$ cat config.mk
export PLATFORM = sky130hd
export DESIGN_NAME = astc_trigger_ctrl
export DESIGN_NICKNAME = d
export VERILOG_FILES = /design/src/common/astc_pkg.sv /design/src/hdl/astc_start_arbiter.sv /design/src/hdl/astc_trigger_ctrl.sv
export SDC_FILE = /design/constraint.sdc
export NUM_CORES = 1
export LEC_CHECK = 0
export ABC_AREA = 1
export ABC_CLOCK_PERIOD_IN_PS = 1520
export BUFFER_PORTS_ARGS = -buffer_cell sky130_fd_sc_hd__buf_2
export CELL_PAD_IN_SITES_DETAIL_PLACEMENT = 2
export CELL_PAD_IN_SITES_GLOBAL_PLACEMENT = 2
export CORE_UTILIZATION = 18
export DETAILED_ROUTE_END_ITERATION = 10
export PLACE_DENSITY_LB_ADDON = 0.05
export SYNTH_ARGS = -nofsm -noshare
export SYNTH_HDL_FRONTEND = slang
export SYNTH_SLANG_ARGS = --single-unit
$ cat constraint.sdc
create_clock -name clk -period 1.52 [get_ports clk]
set_clock_uncertainty 0.2 [all_clocks]
set_input_delay 0.456 -clock clk [delete_from_list [all_inputs] [get_ports clk]]
set_output_delay 0.456 -clock clk [all_outputs]
set_load 0.03 [all_outputs]
$ cat src/common/astc_pkg.sv
/*
 * Constants shared by the sequencer trigger control block: register offsets,
 * field positions and reset values.
 * Assumes a 32-bit APB with word-aligned registers.
 */
`default_nettype none

package astc_pkg;

	// ***********************************************************************
	// Register offsets (byte addresses).
	// ***********************************************************************
	localparam logic [7:0] SEQ_TRIGGER_CONTROL_OFS = 8'h00; // Trigger control register.
	localparam logic [7:0] SEQ_STATUS_OFS = 8'h04; // Sticky status register.

	// ***********************************************************************
	// Field positions of the trigger control register.
	// ***********************************************************************
	localparam int START_REQ_BIT = 13; // Software start, reads as pending start.
	localparam int IRQ_MODE_BIT = 10; // First-sequencer flag every second sequence.
	localparam int RSVD_BIT = 9; // Reserved, reads zero.
	localparam int PWM_A_EN_BIT = 8; // Conversion-start A may start the sequencer.
	localparam int EXT_EN_BIT = 7; // External line may start the sequencer.
	localparam int SECOND_SEQUENCER_RESET_BIT = 6; // Write one to reset the second sequencer.

	// ***********************************************************************
	// Field positions of the status register and reset values.
	// ***********************************************************************
	localparam int IRQ_FLAG_BIT = 0; // First-sequencer interrupt flag, write one clears.
	localparam logic [15:0] CONTROL_RESET = 16'h0000; // Control value after reset.
	localparam int REG_WIDTH = 16; // Documented register width.

endpackage : astc_pkg

`default_nettype wire

$ cat src/hdl/astc_start_arbiter.sv
/*
 * Start arbiter for one sequencer: starts at once when idle, holds one
 * pending start while busy, and drops further triggers.
 * Assumes busy rises no later than the cycle after a start pulse.
 */
`timescale 1ns/10ps
`default_nettype none

module astc_start_arbiter (
	// Clock and reset.
	input wire logic clk,
	input wire logic rst_n,
	// Trigger side.
	input wire logic trig,
	input wire logic clearPending,
	input wire logic busy,
	// Sequencer side.
	output logic start,
	output logic pending
);

	logic start_r, start_nxt; // One-cycle start pulse.
	logic pending_r, pending_nxt; // One held start request.
	logic busyEff; // Busy, covering the gap before the sequencer reports it.

	// ***********************************************************************
	// Next-state logic.
	// ***********************************************************************
	// The start pulse itself counts as busy so that a pending start is not
	// launched twice before the sequencer raises its busy line.
	always_comb begin
		busyEff = busy | start_r;
		start_nxt = 1'b0;
		pending_nxt = pending_r;
		if (!busyEff && pending_r) begin
			start_nxt = 1'b1;
			pending_nxt = 1'b0;
		end else if (trig && !busyEff) begin
			start_nxt = 1'b1;
		end else if (trig && !pending_r) begin
			pending_nxt = 1'b1;
		end else if (clearPending && !trig) begin
			// A new trigger wins over a software clear in the same cycle.
			pending_nxt = 1'b0;
		end
	end

	// Registers only.
	always_ff @(posedge clk or negedge rst_n) begin
		if (!rst_n) begin
			start_r <= 1'b0;
			pending_r <= 1'b0;
		end else begin
			start_r <= start_nxt;
			pending_r <= pending_nxt;
		end
	end

	assign start = start_r;
	assign pending = pending_r;
endmodule : astc_start_arbiter

`default_nettype wire

$ cat src/hdl/astc_trigger_ctrl.sv
/*
 * Sequencer trigger control: APB register, trigger gating for the first
 * sequencer, interrupt-mode flag and second-sequencer reset.
 * Assumes pwmStartA and the sequencer status inputs come from logic on clk;
 * extLine comes from a pin and is synchronised here.
 */
// The APB interface to the registers and the placing of the registers are this design's own decisions.
`timescale 1ns/10ps
`default_nettype none

module astc_trigger_ctrl (
	// Clock and reset.
	input wire logic clk,
	input wire logic rst_n,
	// APB slave.
	input wire logic psel,
	input wire logic penable,
	input wire logic pwrite,
	input wire logic [7:0] paddr,
	input wire logic [31:0] pwdata,
	output logic [31:0] prdata,
	output logic pready,
	output logic pslverr,
	// Trigger sources.
	input wire logic pwmStartA,
	input wire logic extLine,
	// First sequencer.
	input wire logic seq1Busy,
	input wire logic seq1Done,
	output logic seq1Start,
	output logic irqFlag,
	// Second sequencer.
	input wire logic seq2Busy,
	output logic seq2Reset,
	output logic seq2Abort
);

	// Control fields and status.
	logic irqMode_r, irqMode_nxt; // Flag on every second sequence when set.
	logic pwmAEn_r, pwmAEn_nxt; // Start-A enable.
	logic extEn_r, extEn_nxt; // External line enable.
	logic seq2Reset_r, seq2Reset_nxt; // One-cycle reset pulse.
	logic seq2Abort_r, seq2Abort_nxt; // One-cycle abort pulse.
	logic irqFlag_r, irqFlag_nxt; // Sticky interrupt flag.
	logic irqPhase_r, irqPhase_nxt; // Odd sequence seen in every-other mode.
	// Bus answer.
	logic [31:0] prdata_r, prdata_nxt; // Read data, loaded in the setup cycle.
	logic pslverr_r, pslverr_nxt; // Error for an unmapped address.
	logic pready_r; // Zero-wait answer after reset.
	// External line synchroniser and edge detector.
	logic extS1_r, extS2_r, extPrev_r;
	// Decoded strobes and triggers.
	logic wrEn, setupRd, ctrlHit, statHit, extRise;
	logic swStart, swClear, pwmTrig, extTrig, anyTrig, pending;

	// ***********************************************************************
	// Decode and trigger gating.
	// ***********************************************************************
	// Writes take effect only in the access cycle that completes.
	always_comb begin
		ctrlHit = (paddr == astc_pkg::SEQ_TRIGGER_CONTROL_OFS);
		statHit = (paddr == astc_pkg::SEQ_STATUS_OFS);
		wrEn = psel && penable && pready_r && pwrite;
		setupRd = psel && !penable;
		extRise = extS2_r && !extPrev_r;
		swStart = wrEn && ctrlHit && pwdata[astc_pkg::START_REQ_BIT];
		swClear = wrEn && ctrlHit && !pwdata[astc_pkg::START_REQ_BIT];
		pwmTrig = pwmStartA && pwmAEn_r;
		extTrig = extRise && extEn_r;
		anyTrig = swStart || pwmTrig || extTrig;
	end

	// ***********************************************************************
	// Start arbiter for the first sequencer.
	// ***********************************************************************
	// Only the first sequencer takes this start; the second sequencer gets only reset and abort here.
	astc_start_arbiter uArb (
		.clk(clk),
		.rst_n(rst_n),
		.trig(anyTrig),
		.clearPending(swClear),
		.busy(seq1Busy),
		.start(seq1Start),
		.pending(pending)
	);

	// ***********************************************************************
	// Register file, flag and bus answer: next values.
	// ***********************************************************************
	always_comb begin
		irqMode_nxt = irqMode_r;
		pwmAEn_nxt = pwmAEn_r;
		extEn_nxt = extEn_r;
		irqFlag_nxt = irqFlag_r;
		irqPhase_nxt = irqPhase_r;
		prdata_nxt = prdata_r;
		pslverr_nxt = pslverr_r;
		// Reset pulse for sequencer two; a start in the same write is not ours.
		seq2Reset_nxt = wrEn && ctrlHit && pwdata[astc_pkg::SECOND_SEQUENCER_RESET_BIT];
		seq2Abort_nxt = seq2Reset_nxt && seq2Busy;
		if (wrEn && ctrlHit) begin
			irqMode_nxt = pwdata[astc_pkg::IRQ_MODE_BIT];
			pwmAEn_nxt = pwdata[astc_pkg::PWM_A_EN_BIT];
			extEn_nxt = pwdata[astc_pkg::EXT_EN_BIT];
			// Bit 9 is not stored, so writes to it vanish.
		end
		// Software clear first, so a completion in the same cycle wins.
		if (wrEn && statHit && pwdata[astc_pkg::IRQ_FLAG_BIT]) begin
			irqFlag_nxt = 1'b0;
		end
		if (seq1Done) begin
			if (!irqMode_r) begin
				irqFlag_nxt = 1'b1;
			end else begin
				// Every other sequence: flag on the second of each pair.
				irqFlag_nxt = irqPhase_r ? 1'b1 : irqFlag_nxt;
				irqPhase_nxt = !irqPhase_r;
			end
		end
		// Read data is prepared in the setup cycle and held through access.
		if (setupRd) begin
			prdata_nxt = 32'h0000_0000;
			pslverr_nxt = !(ctrlHit || statHit);
			if (ctrlHit) begin
				prdata_nxt[astc_pkg::START_REQ_BIT] = pending;
				prdata_nxt[astc_pkg::IRQ_MODE_BIT] = irqMode_r;
				prdata_nxt[astc_pkg::PWM_A_EN_BIT] = pwmAEn_r;
				prdata_nxt[astc_pkg::EXT_EN_BIT] = extEn_r;
				// Bit 9 and the reset bit read zero.
				prdata_nxt[astc_pkg::RSVD_BIT] = 1'b0;
			end else if (statHit) begin
				prdata_nxt[astc_pkg::IRQ_FLAG_BIT] = irqFlag_r;
			end
		end
	end

	// ***********************************************************************
	// Registers.
	// ***********************************************************************
	// The first synchroniser stage feeds only the second.
	always_ff @(posedge clk or negedge rst_n) begin
		if (!rst_n) begin
			irqMode_r <= astc_pkg::CONTROL_RESET[astc_pkg::IRQ_MODE_BIT];
			pwmAEn_r <= astc_pkg::CONTROL_RESET[astc_pkg::PWM_A_EN_BIT];
			extEn_r <= astc_pkg::CONTROL_RESET[astc_pkg::EXT_EN_BIT];
			seq2Reset_r <= 1'b0;
			seq2Abort_r <= 1'b0;
			irqFlag_r <= 1'b0;
			irqPhase_r <= 1'b0;
			prdata_r <= 32'h0000_0000;
			pslverr_r <= 1'b0;
			pready_r <= 1'b0;
			extS1_r <= 1'b0;
			extS2_r <= 1'b0;
			extPrev_r <= 1'b0;
		end else begin
			irqMode_r <= irqMode_nxt;
			pwmAEn_r <= pwmAEn_nxt;
			extEn_r <= extEn_nxt;
			seq2Reset_r <= seq2Reset_nxt;
			seq2Abort_r <= seq2Abort_nxt;
			irqFlag_r <= irqFlag_nxt;
			irqPhase_r <= irqPhase_nxt;
			prdata_r <= prdata_nxt;
			pslverr_r <= pslverr_nxt;
			pready_r <= 1'b1;
			extS1_r <= extLine;
			extS2_r <= extS1_r;
			extPrev_r <= extS2_r;
		end
	end

	assign prdata = prdata_r;
	assign pready = pready_r;
	assign pslverr = pslverr_r;
	assign irqFlag = irqFlag_r;
	assign seq2Reset = seq2Reset_r;
	assign seq2Abort = seq2Abort_r;
endmodule : astc_trigger_ctrl

`default_nettype wire

==> metrics list, run 1 <==
* Final worst path period need: 1485 ps
- Final ANT Viol Nets: 0
- The die is approximately 77 um wide.
* Placed Cells incl. Taps: around 220
- Post-synthesis average cell area: between 8 and 9 um^2
- Broken down by cell family, the worst path's largest delay share belongs to flip-flops.
- Via count of the first global-routing pass: between 800 and 900
- Count of unresolved DRC violations after routing: 0
* Standard-cell row count: 26
- Clock tree synthesis inserted a total of 3 buffers.
* Number of buffers and inverters on the critical path: 1
- Critical path startpoint category: flop
* Pins Over Slew Limit: 0
- The detailed router placed just over 800 vias in this run.
- Clock-pin slew on the worst setup and hold paths: about 80 ps
- Maximum resistive drop on vdd: around 0.23 mV
- The congestion estimate from routability-driven global placement came to between 0.6 and 0.7.
- Global routing finished with a remaining overflow of 0.
* Pre-Repair DR Iteration Count: 4
- After synthesis, the netlist uses 17 different library cells.
- The design draws approximately 1.1 mW.
- Critical path capture point type: primary output
- The final hold violation count is 0.
- Number of sinks driven by the clock tree: 19
- Leakage: roughly 0.74 nW
- Violation count after the first detailed-route iteration: 21
- The finished cells cover 1304 um^2.
- Status: finished, final reports clean
* Count of input and output buffers: 34
- Crit path arrival time: ~830 ps
- During synthesis, Yosys emitted a total of 0 warnings.
- Of the cells placed in the final design, the portion with a size suffix greater than 1 is 0.3168.
- The die is between 70 and 80 um tall.
- Required @ worst endpoint: between 800 and 900 ps
- Final cell count without fillers: approximately 230
* Total wire length after detailed routing: 2544 um
- For this run, the share of the core covered by cells in the final layout is 0.2474.
- Counting the fill cells in the layout gives about 640.
- Crit path largest cell delay: between 300 and 400 ps
- Across the whole layout, storage elements account for between 400 and 500 um^2.
- Flops & latches, synth: 19
- The repair_antennas step left the layout with diodes totalling 0.
* Count of mapped cells out of synthesis: 116
- Maximum root-to-sink buffer count: 2
- Count of H-tree levels built during CTS: 1
- Summing all placed instances gives a cell area of around 1200 um^2.
- The tightest hold path in the finished design has a slack of slightly below 100 ps.
* Post-DP HPWL: 2006 um
- Floorplan die area: between 5000 and 6000 um^2
* Sum Neg Setup Slack: 0 ps
* Slack of the critical path: 34.59 ps
- For this design the ratio of total power to cell area is roughly 830 nW/um^2.
* Final setup fails: 0
- Combined area of all synthesized cells: 1015 um^2
- Avg Vias per Cell: 3.537
- Worst-skew pair later-pin latency: 260 ps
- I/O pin count: just under 90
- Area of the core: 5270 um^2
- The net count of the finished layout is about 210.
- TritonCTS built the clock tree.
* Place WS: -89.86 ps
- The first global-routing pass estimated around 4300 um of wire.
- Area of combinational cells with multiple inputs: 400.4 um^2
- Total routing usage reported by global routing: 0.09440
- Fraction of the yosys area taken by sequential cells: 0.4686
* Worst-path cell with the longest stage delay: dfrtp_1
- Path type of the worst min-delay path: in2reg
- Entering global routing, the biggest net connects 20 pins.
- After detailed routing, the average wire length per cell comes to between 10 and 15 um.
* Number of antenna violations at the first check in global routing: 0
- Starting density of the core: 0.1925
- In this run the worst path has a maximum fanout of 2.
- Based on the critical path, the design can be clocked at up to roughly 670 MHz.
* Final cycle utilization of the critical path: 0.9772
* WS Path Type: reg2out
- Clock Root Buffer: clkbuf_8
- Walking the worst path, the cells encountered are clkbuf_4.
* Area delta synth->final: 28.48%
- Maxcap violations: 0
[power breakdown]
group          leakage [nW]  internal, mW  switching [mW]
Clock                0.0228         0.187           0.184
Sequential            0.243         0.517         0.00639
Combinational         0.473        0.0435           0.144
Total                 0.739         0.748           0.334
[synthesized netlist by cell type (all sizes together)]
master  instances  area (um^2)
xor2            1        8.760
nand2          33        133.9
o31ai           1        7.510
nor3b           1        12.51
inv             6        22.52
a21oi           1        5.000
dfrtp          19        475.5
nand3          10        50.05
nand3b          2        15.01
nor2           12        62.56
buf            28        214.0
conb            2        7.510
[logic make-up after synthesis]
family | synth area share
compound gates | 0.01233
xor+xnor | 0.008633
buf+inv | 0.2330
flops | 0.4686
other cells | 0.007401
simple gates | 0.2700
[cell type report]
type,count,area share
multi-input combinational,89,0.3071
sequential,19,0.3647
timing repair buffer,43,0.2092
inverter,6,0.01727
tap,70,0.06718
clock buffer,4,0.03455
[placed cells by master, fill, tap and decap left out]
cell / netlist / routed
conb_1: 2 / 28
nor2_1: 9 / 9
dlygate4sd3_1: 0 / 1
nor2_2: 1 / 1
nor2_4: 2 / 2
xor2_1: 1 / 1
nand3_1: 10 / 10
buf_12: 0 / 1
buf_6: 1 / 2
o31ai_1: 1 / 1
clkbuf_4: 0 / 2
buf_4: 27 / 8
nand2_2: 1 / 1
clkbuf_8: 0 / 3
nand2_4: 1 / 1
buf_2: 0 / 29
inv_1: 6 / 6
dfrtp_1: 19 / 19
a21oi_1: 1 / 1
clkbuf_1: 0 / 1
nand2_1: 31 / 31
nand3b_1: 2 / 2
nor3b_2: 1 / 1
[sequential cells by signal, summed over array words and instances, names as in the netlist]
signal and flops:
uArb.start 1, seq2Abort 1, pslverr 1, extS1_r 1, seq2Reset 1, extEn_r 1, uArb.pending 1, extS2_r 1
irqFlag 1, pready 1, pwmAEn_r 1, prdata 5, irqMode_r 1, extPrev_r 1, irqPhase_r 1
[worst paths after layout]
kind | cells after the start | slack (ps) | endpoint | start
hold reg to reg | 0 | 150 | extS2_r | extS1_r
hold / removal | 1 | 100 | extS1_r | extLine
min in group asynchronous | 2 | 480 | pslverr | rst_n
max in group asynchronous | 2 | 320 | seq2Reset | rst_n
setup / recovery | 1 | 30 | prdata[0] | prdata[0]
setup reg to reg | 6 | 290 | uArb.pending | pready
[per-layer routing]
metal / global-route usage / wire length [um] / vias to the layer above
met3: 0.02738 / 212 / 4
met5: 0 / 0 / -
met1: 0.09978 / 1036 / 380
li1: - / - / 390
met2: 0.1705 / 1250 / 43
met4: 0.04528 / 44 / 0
[repair_timing]
item / 4_1_cts / 5_1_grt
pin swaps: 0 / 0
setup buffers: 0 / 3
endpoints found under the setup margin: 1 / 5
hold buffers: 1 / 0
gates resized for setup: 1 / 8
endpoints found under the hold margin: 19 / 0
Power figures use the tool's default switching activity.
==> inputs of run 2 (changes only) <==
ABC_AREA = unset   (was 1)
CORE_UTILIZATION = 19   (was 18)
==> metrics list, run 2 <==
- From synthesis to final layout, the design area changed by 35.41%.
- Number of flip-flops under the largest register name: 5
* Top cell type's share of synthesized area: 0.4929
* Total number of yosys warnings: 0
- Synthesis produced a netlist whose cell count is between 80 and 90.
- I/O pin count: 88
- Leakage: 0.6929 nW
* Maximum root-to-sink buffer count: 2
- Total Power Consumption: 1.106 mW
- Post-synthesis average cell area: around 11 um^2
- Routed via count: 708
* Crit path arrival time: roughly 1500 ps
* Count of input and output buffers: 34
- List of most frequent post-synthesis cells: buf_4, dfrtp_1, nand2_1, a22o_1
- After layout, the minimum clock period comes to approximately 1600 ps.
- Share of layout cells above drive strength 1: 0.4519
- Via count of the first global-routing pass: ~760
- Number of antenna cells inserted: 0
- The filler cells instantiated in the layout total 566.
* Total routing usage reported by global routing: 0.08863
* Most common flop cell mapped by yosys: dfrtp_1
- In the finished design, the share of the clock period the worst path needs comes to 1.026.
- After detailed routing, the number of vias per cell comes to about 3.5.
* Fraction of registers with async set or reset after synthesis: 1.000
* Pins Over Slew Limit: 0
- Critical Path Fanout Max: 5
- After floorplanning, the core was sized to cover approximately 4800 um^2.
* Critical path capture point type: flop
* Flops & latches, synth: 19
- Synth top area cells: dfrtp_1, buf_4, a22o_1
- The run finished, with violations left.
- For this configuration, the core starts out at a cell density of 0.2003.
- The die covers 5366 um^2.
- At the worst endpoint, the required time is roughly 1500 ps.
- Clock tree from TritonCTS: done
- Area of combinational cells with multiple inputs: ~400 um^2
- Wire length of the first global-routing pass: approximately 3500 um
* Number of clock buffers inserted by TritonCTS: 3
* Count of H-tree levels built during CTS: 1
- Hold violation total from the final report: 0
- Overall die width: about 73 um
- Summing every instance area after synthesis gives 964.7 um^2.
* Final cell count without fillers: 202
* Power per Cell Area: roughly 850 nW/um^2
* Commonest cells after routing, fill and taps aside: buf_2, conb_1, dfrtp_1
- Count of unresolved DRC violations after routing: 0
* GRT Residual Overflow: 0
- Critical path startpoint category: input port
* Final setup fails: 2
- Of all cell types, the one taking the most synthesized area is dfrtp_1.
- Total wire length after detailed routing: roughly 2200 um
- Maxcap violations: 0
* Placed Cells incl. Taps: ~190
- Maximum number of pins on one net before global-route repair: 20
- Violations in the final reports: negative setup slack
- The detail route stage leaves a number of antenna-violating nets equal to 0.
* Slack of the critical path: -39.48 ps
* Clock Root Buffer: clkbuf_8
- Placer Congestion: approximately 0.65
- In the final layout, flip-flops and latches occupy around 480 um^2.
- Yosys mapped a number of flops with a built-in enable equal to 0.
- Path type of the worst min-delay path: in2reg
* Max Clock Freq: 641.2 MHz
- Unrepaired setup endpoints after global routing: true
- Routed WL per cell: around 11 um
- Violation count after the first detailed-route iteration: 14
- Maximum resistive drop on vdd: between 0.2 and 0.3 mV
* WS Path Type: in2reg
* Pre-Repair DR Iteration Count: 3
* Post-DP HPWL: ~1800 um
* Number of library cell types mapped by synthesis: 25
- Number of sinks driven by the clock tree: 19
* Standard-cell row count: 25
- Worst-skew pair later-pin latency: roughly 250 ps
- Cell with the most instances after synthesis: buf_4
- Total Nets Final: ~190
* Most common cell after layout, fill and taps aside: buf_2
- Fraction of the yosys area taken by sequential cells: 0.4929
* Die Ht: about 73 um
* Number of antenna violations at the first check in global routing: 0
* Clock-pin slew on the worst setup and hold paths: around 70 ps
==> run 2: cell types whose count changed in the layout (fill, tap and decap cells not counted), moves of 2 or more <==
cell	before	now
nand2_1	31	5
nand3_1	10	1
nor2_1	9	1
buf_4	8	13
a22o_1	0	4
inv_1	6	3
mux2_4	0	2
nand2b_1	0	2
nand3b_1	2	0
nor2_4	2	0
nor4_4	0	2
o21ai_0	0	2
==> run 2: layer usage <==
layer,track usage,share of wire,up-vias
met4,0.01961,0.0077,0
met5,0,0,-
li1,-,-,329
met1,0.09564,0.36,349
met2,0.1728,0.58,28
met3,0.02058,0.048,2
==> run 2: power breakdown <==
part,internal (mW),switching [mW]
Sequential,0.529,0.0135
Clock,0.182,0.171
Combinational,0.0606,0.149
Total,0.772,0.334
==> run 2: logic make-up (layout without fill, tap and decap cells) <==
group / after synthesis / count (layout) / synth area share
flops: 19 / 19 / 0.4929
buf+inv: 32 / 54 / 0.2335
simple gates: 19 / 19 / 0.1375
other cells: 2 / 28 / 0.007785
xor+xnor: 1 / 1 / 0.009081
compound gates: 12 / 12 / 0.09596
mux: 2 / 2 / 0.02334
==> run 2: worst paths after layout <==
path	startpoint	endpoint	slack [ps]	cells past startpoint
max in group asynchronous	rst_n	pready	320	2
min in group asynchronous	rst_n	uArb.start	470	2
hold / removal	extLine	extS1_r	110	1
setup / recovery	paddr[6]	extEn_r	-40	4
hold reg to reg	extS1_r	extS2_r	150	0
setup reg to reg	pready	uArb.start	50	4
==> run 2: worst max-delay path: stages <==
cell and delay [ps]:
buf_6 90, nor4_4 340, and3_4 300, mux2_4 310
==> run 2: area by class of cell <==
| type | instances | share of cell area |
|---|---|---|
| repair buffers | 47 | 0.2203 |
| well taps | 67 | 0.06418 |
| flip-flops and latches | 19 | 0.3649 |
| multi-input cells | 62 | 0.3065 |
| clock inverters | 1 | 0.003831 |
| clock buffers | 3 | 0.03161 |
| inverters | 3 | 0.008621 |
==> run 2: through the flow <==
stage	hold slack (ps)	util	TNS, ps	area, um^2	setup WS [ps]
floorplan	-39.59	-	-380.9	1084	-122.3
global placement	132.2	0.2465	-3647	1187	-411.8
detailed placement	136.4	0.2465	-3994	1187	-436.3
CTS	102.0	0.2652	-63.86	1277	-36.30
global route	94.42	0.2712	-399.8	1306	-79.54
finish	108.6	0.2712	-68.18	1306	-39.48
==> run 2: what timing repair did <==
| item | in CTS | in global routing |
|---|---|---|
| endpoints found under the hold margin | 19 | 0 |
| hold buffers | 1 | 0 |
| setup buffers | 1 | 2 |
| pin swaps | 2 | 3 |
| resized for setup | 5 | 7 |
| gates cloned | 0 | 0 |
| setup endpoints to repair | 10 | 15 |
==> inputs of run 3 (changes only) <==
ABC_CLOCK_PERIOD_IN_PS = 1300   (was 1520)
CORE_UTILIZATION = 17   (was 19)
clock period = 1.3 ns   (was 1.52 ns; I/O delays follow)
==> metrics list, run 3 (synthesized netlist as in run 2, its figures left out) <==
- Status: finished with violations
- The final reports fail on negative setup slack.
- Total routing usage reported by global routing: 0.08319
- No sink is reached through more buffers than the 2 on the longest clock path.
- The detail route stage leaves a number of antenna-violating nets equal to 0.
- Unrepaired setup endpoints after global routing: true
* Combinational power share: 0.203
- The slowest stage of the critical path is the dfrtp_2 cell.
* Critical path startpoint category: flop
- WS Path Type: reg2out
- I/O pin count: a little under 90
- Path type of the worst min-delay path: in2reg
- Count of unresolved DRC violations after routing: 0
- Int Pwr: ~920 uW
- Of the total power, registers draw 0.484.
- Crit path largest cell delay: slightly above 400 ps
- Via count of the first global-routing pass: around 740
- Count of H-tree levels built during CTS: 1
- In the layout the commonest cells are conb_1, buf_2, dfrtp_1.
- Proportion of total power due to net switching: 0.3000
* Most common cell after layout, fill and taps aside: conb_1
- Max-cap violations in this run came to 0.
* Clock Root Buffer: clkbuf_8
- The first TritonRoute pass finished after 4 iterations.
- Chain of cells forming the critical path: buf_6, buf_6
- Number of antenna violations at the first check in global routing: 0
* Placer Congestion: 0.6959
- Port buffering added 34 buffers.
- TritonCTS built the clock tree.
* Hold violation total from the final report: 0
- Slack of the critical path: -190.9 ps
- Critical path capture point type: primary output
* Final cycle utilization of the critical path: 1.147
- Pins Over Slew Limit: 0
* Net switching power of the design: roughly 400 uW
* Clock-pin slew on the worst setup and hold paths: 70 ps
- Routed via count: slightly above 700
* Worst-skew pair later-pin latency: about 250 ps
- The initial utilization of the core area, before any placement, comes to 0.1763.
- Die Ht: between 70 and 80 um
- Setup violations remaining at the end of the flow were counted as 21.
* Clock share of power: 0.313
* Crit path arrival time: 900 ps
- Entering global routing, the biggest net connects 20 pins.
- Required @ worst endpoint: between 700 and 800 ps
* Total wire length after detailed routing: about 2400 um
- Number of inserted filler cells in the final layout: 615
* Power per Cell Area: slightly above 900 nW/um^2
- Area of the core: 5473 um^2
- Clock tree synthesis found a total of 19 sinks.
* Number of buffers and inverters on the critical path: 2
* Share of layout cells above drive strength 1: 0.4892
- Compared with the post-synthesis result, the final layout area differs by 49.16%.
* Violation count after the first detailed-route iteration: 8
- Avg Vias per Cell: about 3.4
- Wire length of the first global-routing pass: between 3000 and 4000 um
* Floorplan die area: between 5000 and 6000 um^2
- In this run the worst path has a maximum fanout of 2.
- Broken down by cell family, the worst path's largest delay share belongs to flip-flops.
* Number of flip-flops under the largest register name: 5
- Routed WL per cell: approximately 11 um
* GRT Residual Overflow: 0
* Leakage: around 0.73 nW
* Most common cell type on the critical path: buf_6
- After legalization and detailed placement, the total HPWL measured about 1900 um.
- Worst hold slack after final layout: ~42 ps
- Place WS: -515.3 ps
* Final worst path period need: approximately 1500 ps
* Number of antenna cells inserted: 0
- In this run, CTS created clock tree buffers numbering 3.
* Overall die width: approximately 77 um
* Standard-cell row count: 27
- The final layout contains 190 nets.
* Post-layout utilization of the core: 0.2629
- For this run, the top clock speed supported by timing is 670.7 MHz.
- Sum Neg Setup Slack: -1776 ps
* Maximum resistive drop on vdd: roughly 0.31 mV
==> run 3: worst register-to-register path, delay by kind of cell (launching register included) <==
family / cells / cell delay, ps
simple gates: 2 / 450
flops: 1 / 370
mux: 1 / 310
==> run 3: area by class of cell <==
| type | count | area, um^2 | share of cell area |
|---|---|---|---|
| clock buffers | 3 | 41.29 | 0.02870 |
| clock inverters | 1 | 5.005 | 0.003478 |
| inverters | 3 | 11.26 | 0.007826 |
| multi-input cells | 62 | 425.4 | 0.2957 |
| flip-flops and latches | 19 | 476.7 | 0.3313 |
| well taps | 72 | 90.09 | 0.06261 |
| repair buffers | 51 | 389.1 | 0.2704 |
==> run 3: stage by stage <==
step / power (mW) / instances / cell area, um^2
3_3_place_gp: 0.8803 / 200 / 1204
3_5_place_dp: 0.8839 / 200 / 1204
2_1_floorplan: 0.8537 / 113 / 1086
5_1_grt: 1.384 / 211 / 1439
6_report: 1.312 / 211 / 1439
4_1_cts: 1.337 / 209 / 1409
==> run 3: worst paths after layout <==
check	slack (ps)	end	startpoint	depth (start not counted)
setup / recovery	-190	pready	pready	2
hold / removal	40	extS1_r	extLine	1
setup reg to reg	-130	extEn_r	pready	3
hold reg to reg	150	extS2_r	extS1_r	0
max in group asynchronous	150	pready	rst_n	2
min in group asynchronous	410	prdata[8]	rst_n	2
==> run 3: timing repair <==
action / in CTS / in global routing
setup buffers: 4 / 2
gates resized for setup: 32 / 6
hold buffers: 1 / 0
pin swaps: 3 / 6
endpoints found under the setup margin: 24 / 25
endpoints found under the hold margin: 19 / 0
==> run 3: power groups by stage <==
stage          Combinational [mW]  Sequential (mW)  Clock [mW]
2_1_floorplan               0.199            0.655           0
3_3_place_gp                0.235            0.645           0
3_5_place_dp                0.239            0.645           0
4_1_cts                     0.266            0.635       0.436
5_1_grt                     0.288            0.640       0.456
6_report                    0.267            0.635       0.411
==> run 3: per-layer routing <==
metal	vias up	GRT usage	share of wire
met5	-	0	0
met2	27	0.1558	0.57
met1	356	0.09555	0.38
li1	337	-	-
met4	0	0.03396	0.011
met3	2	0.008235	0.037
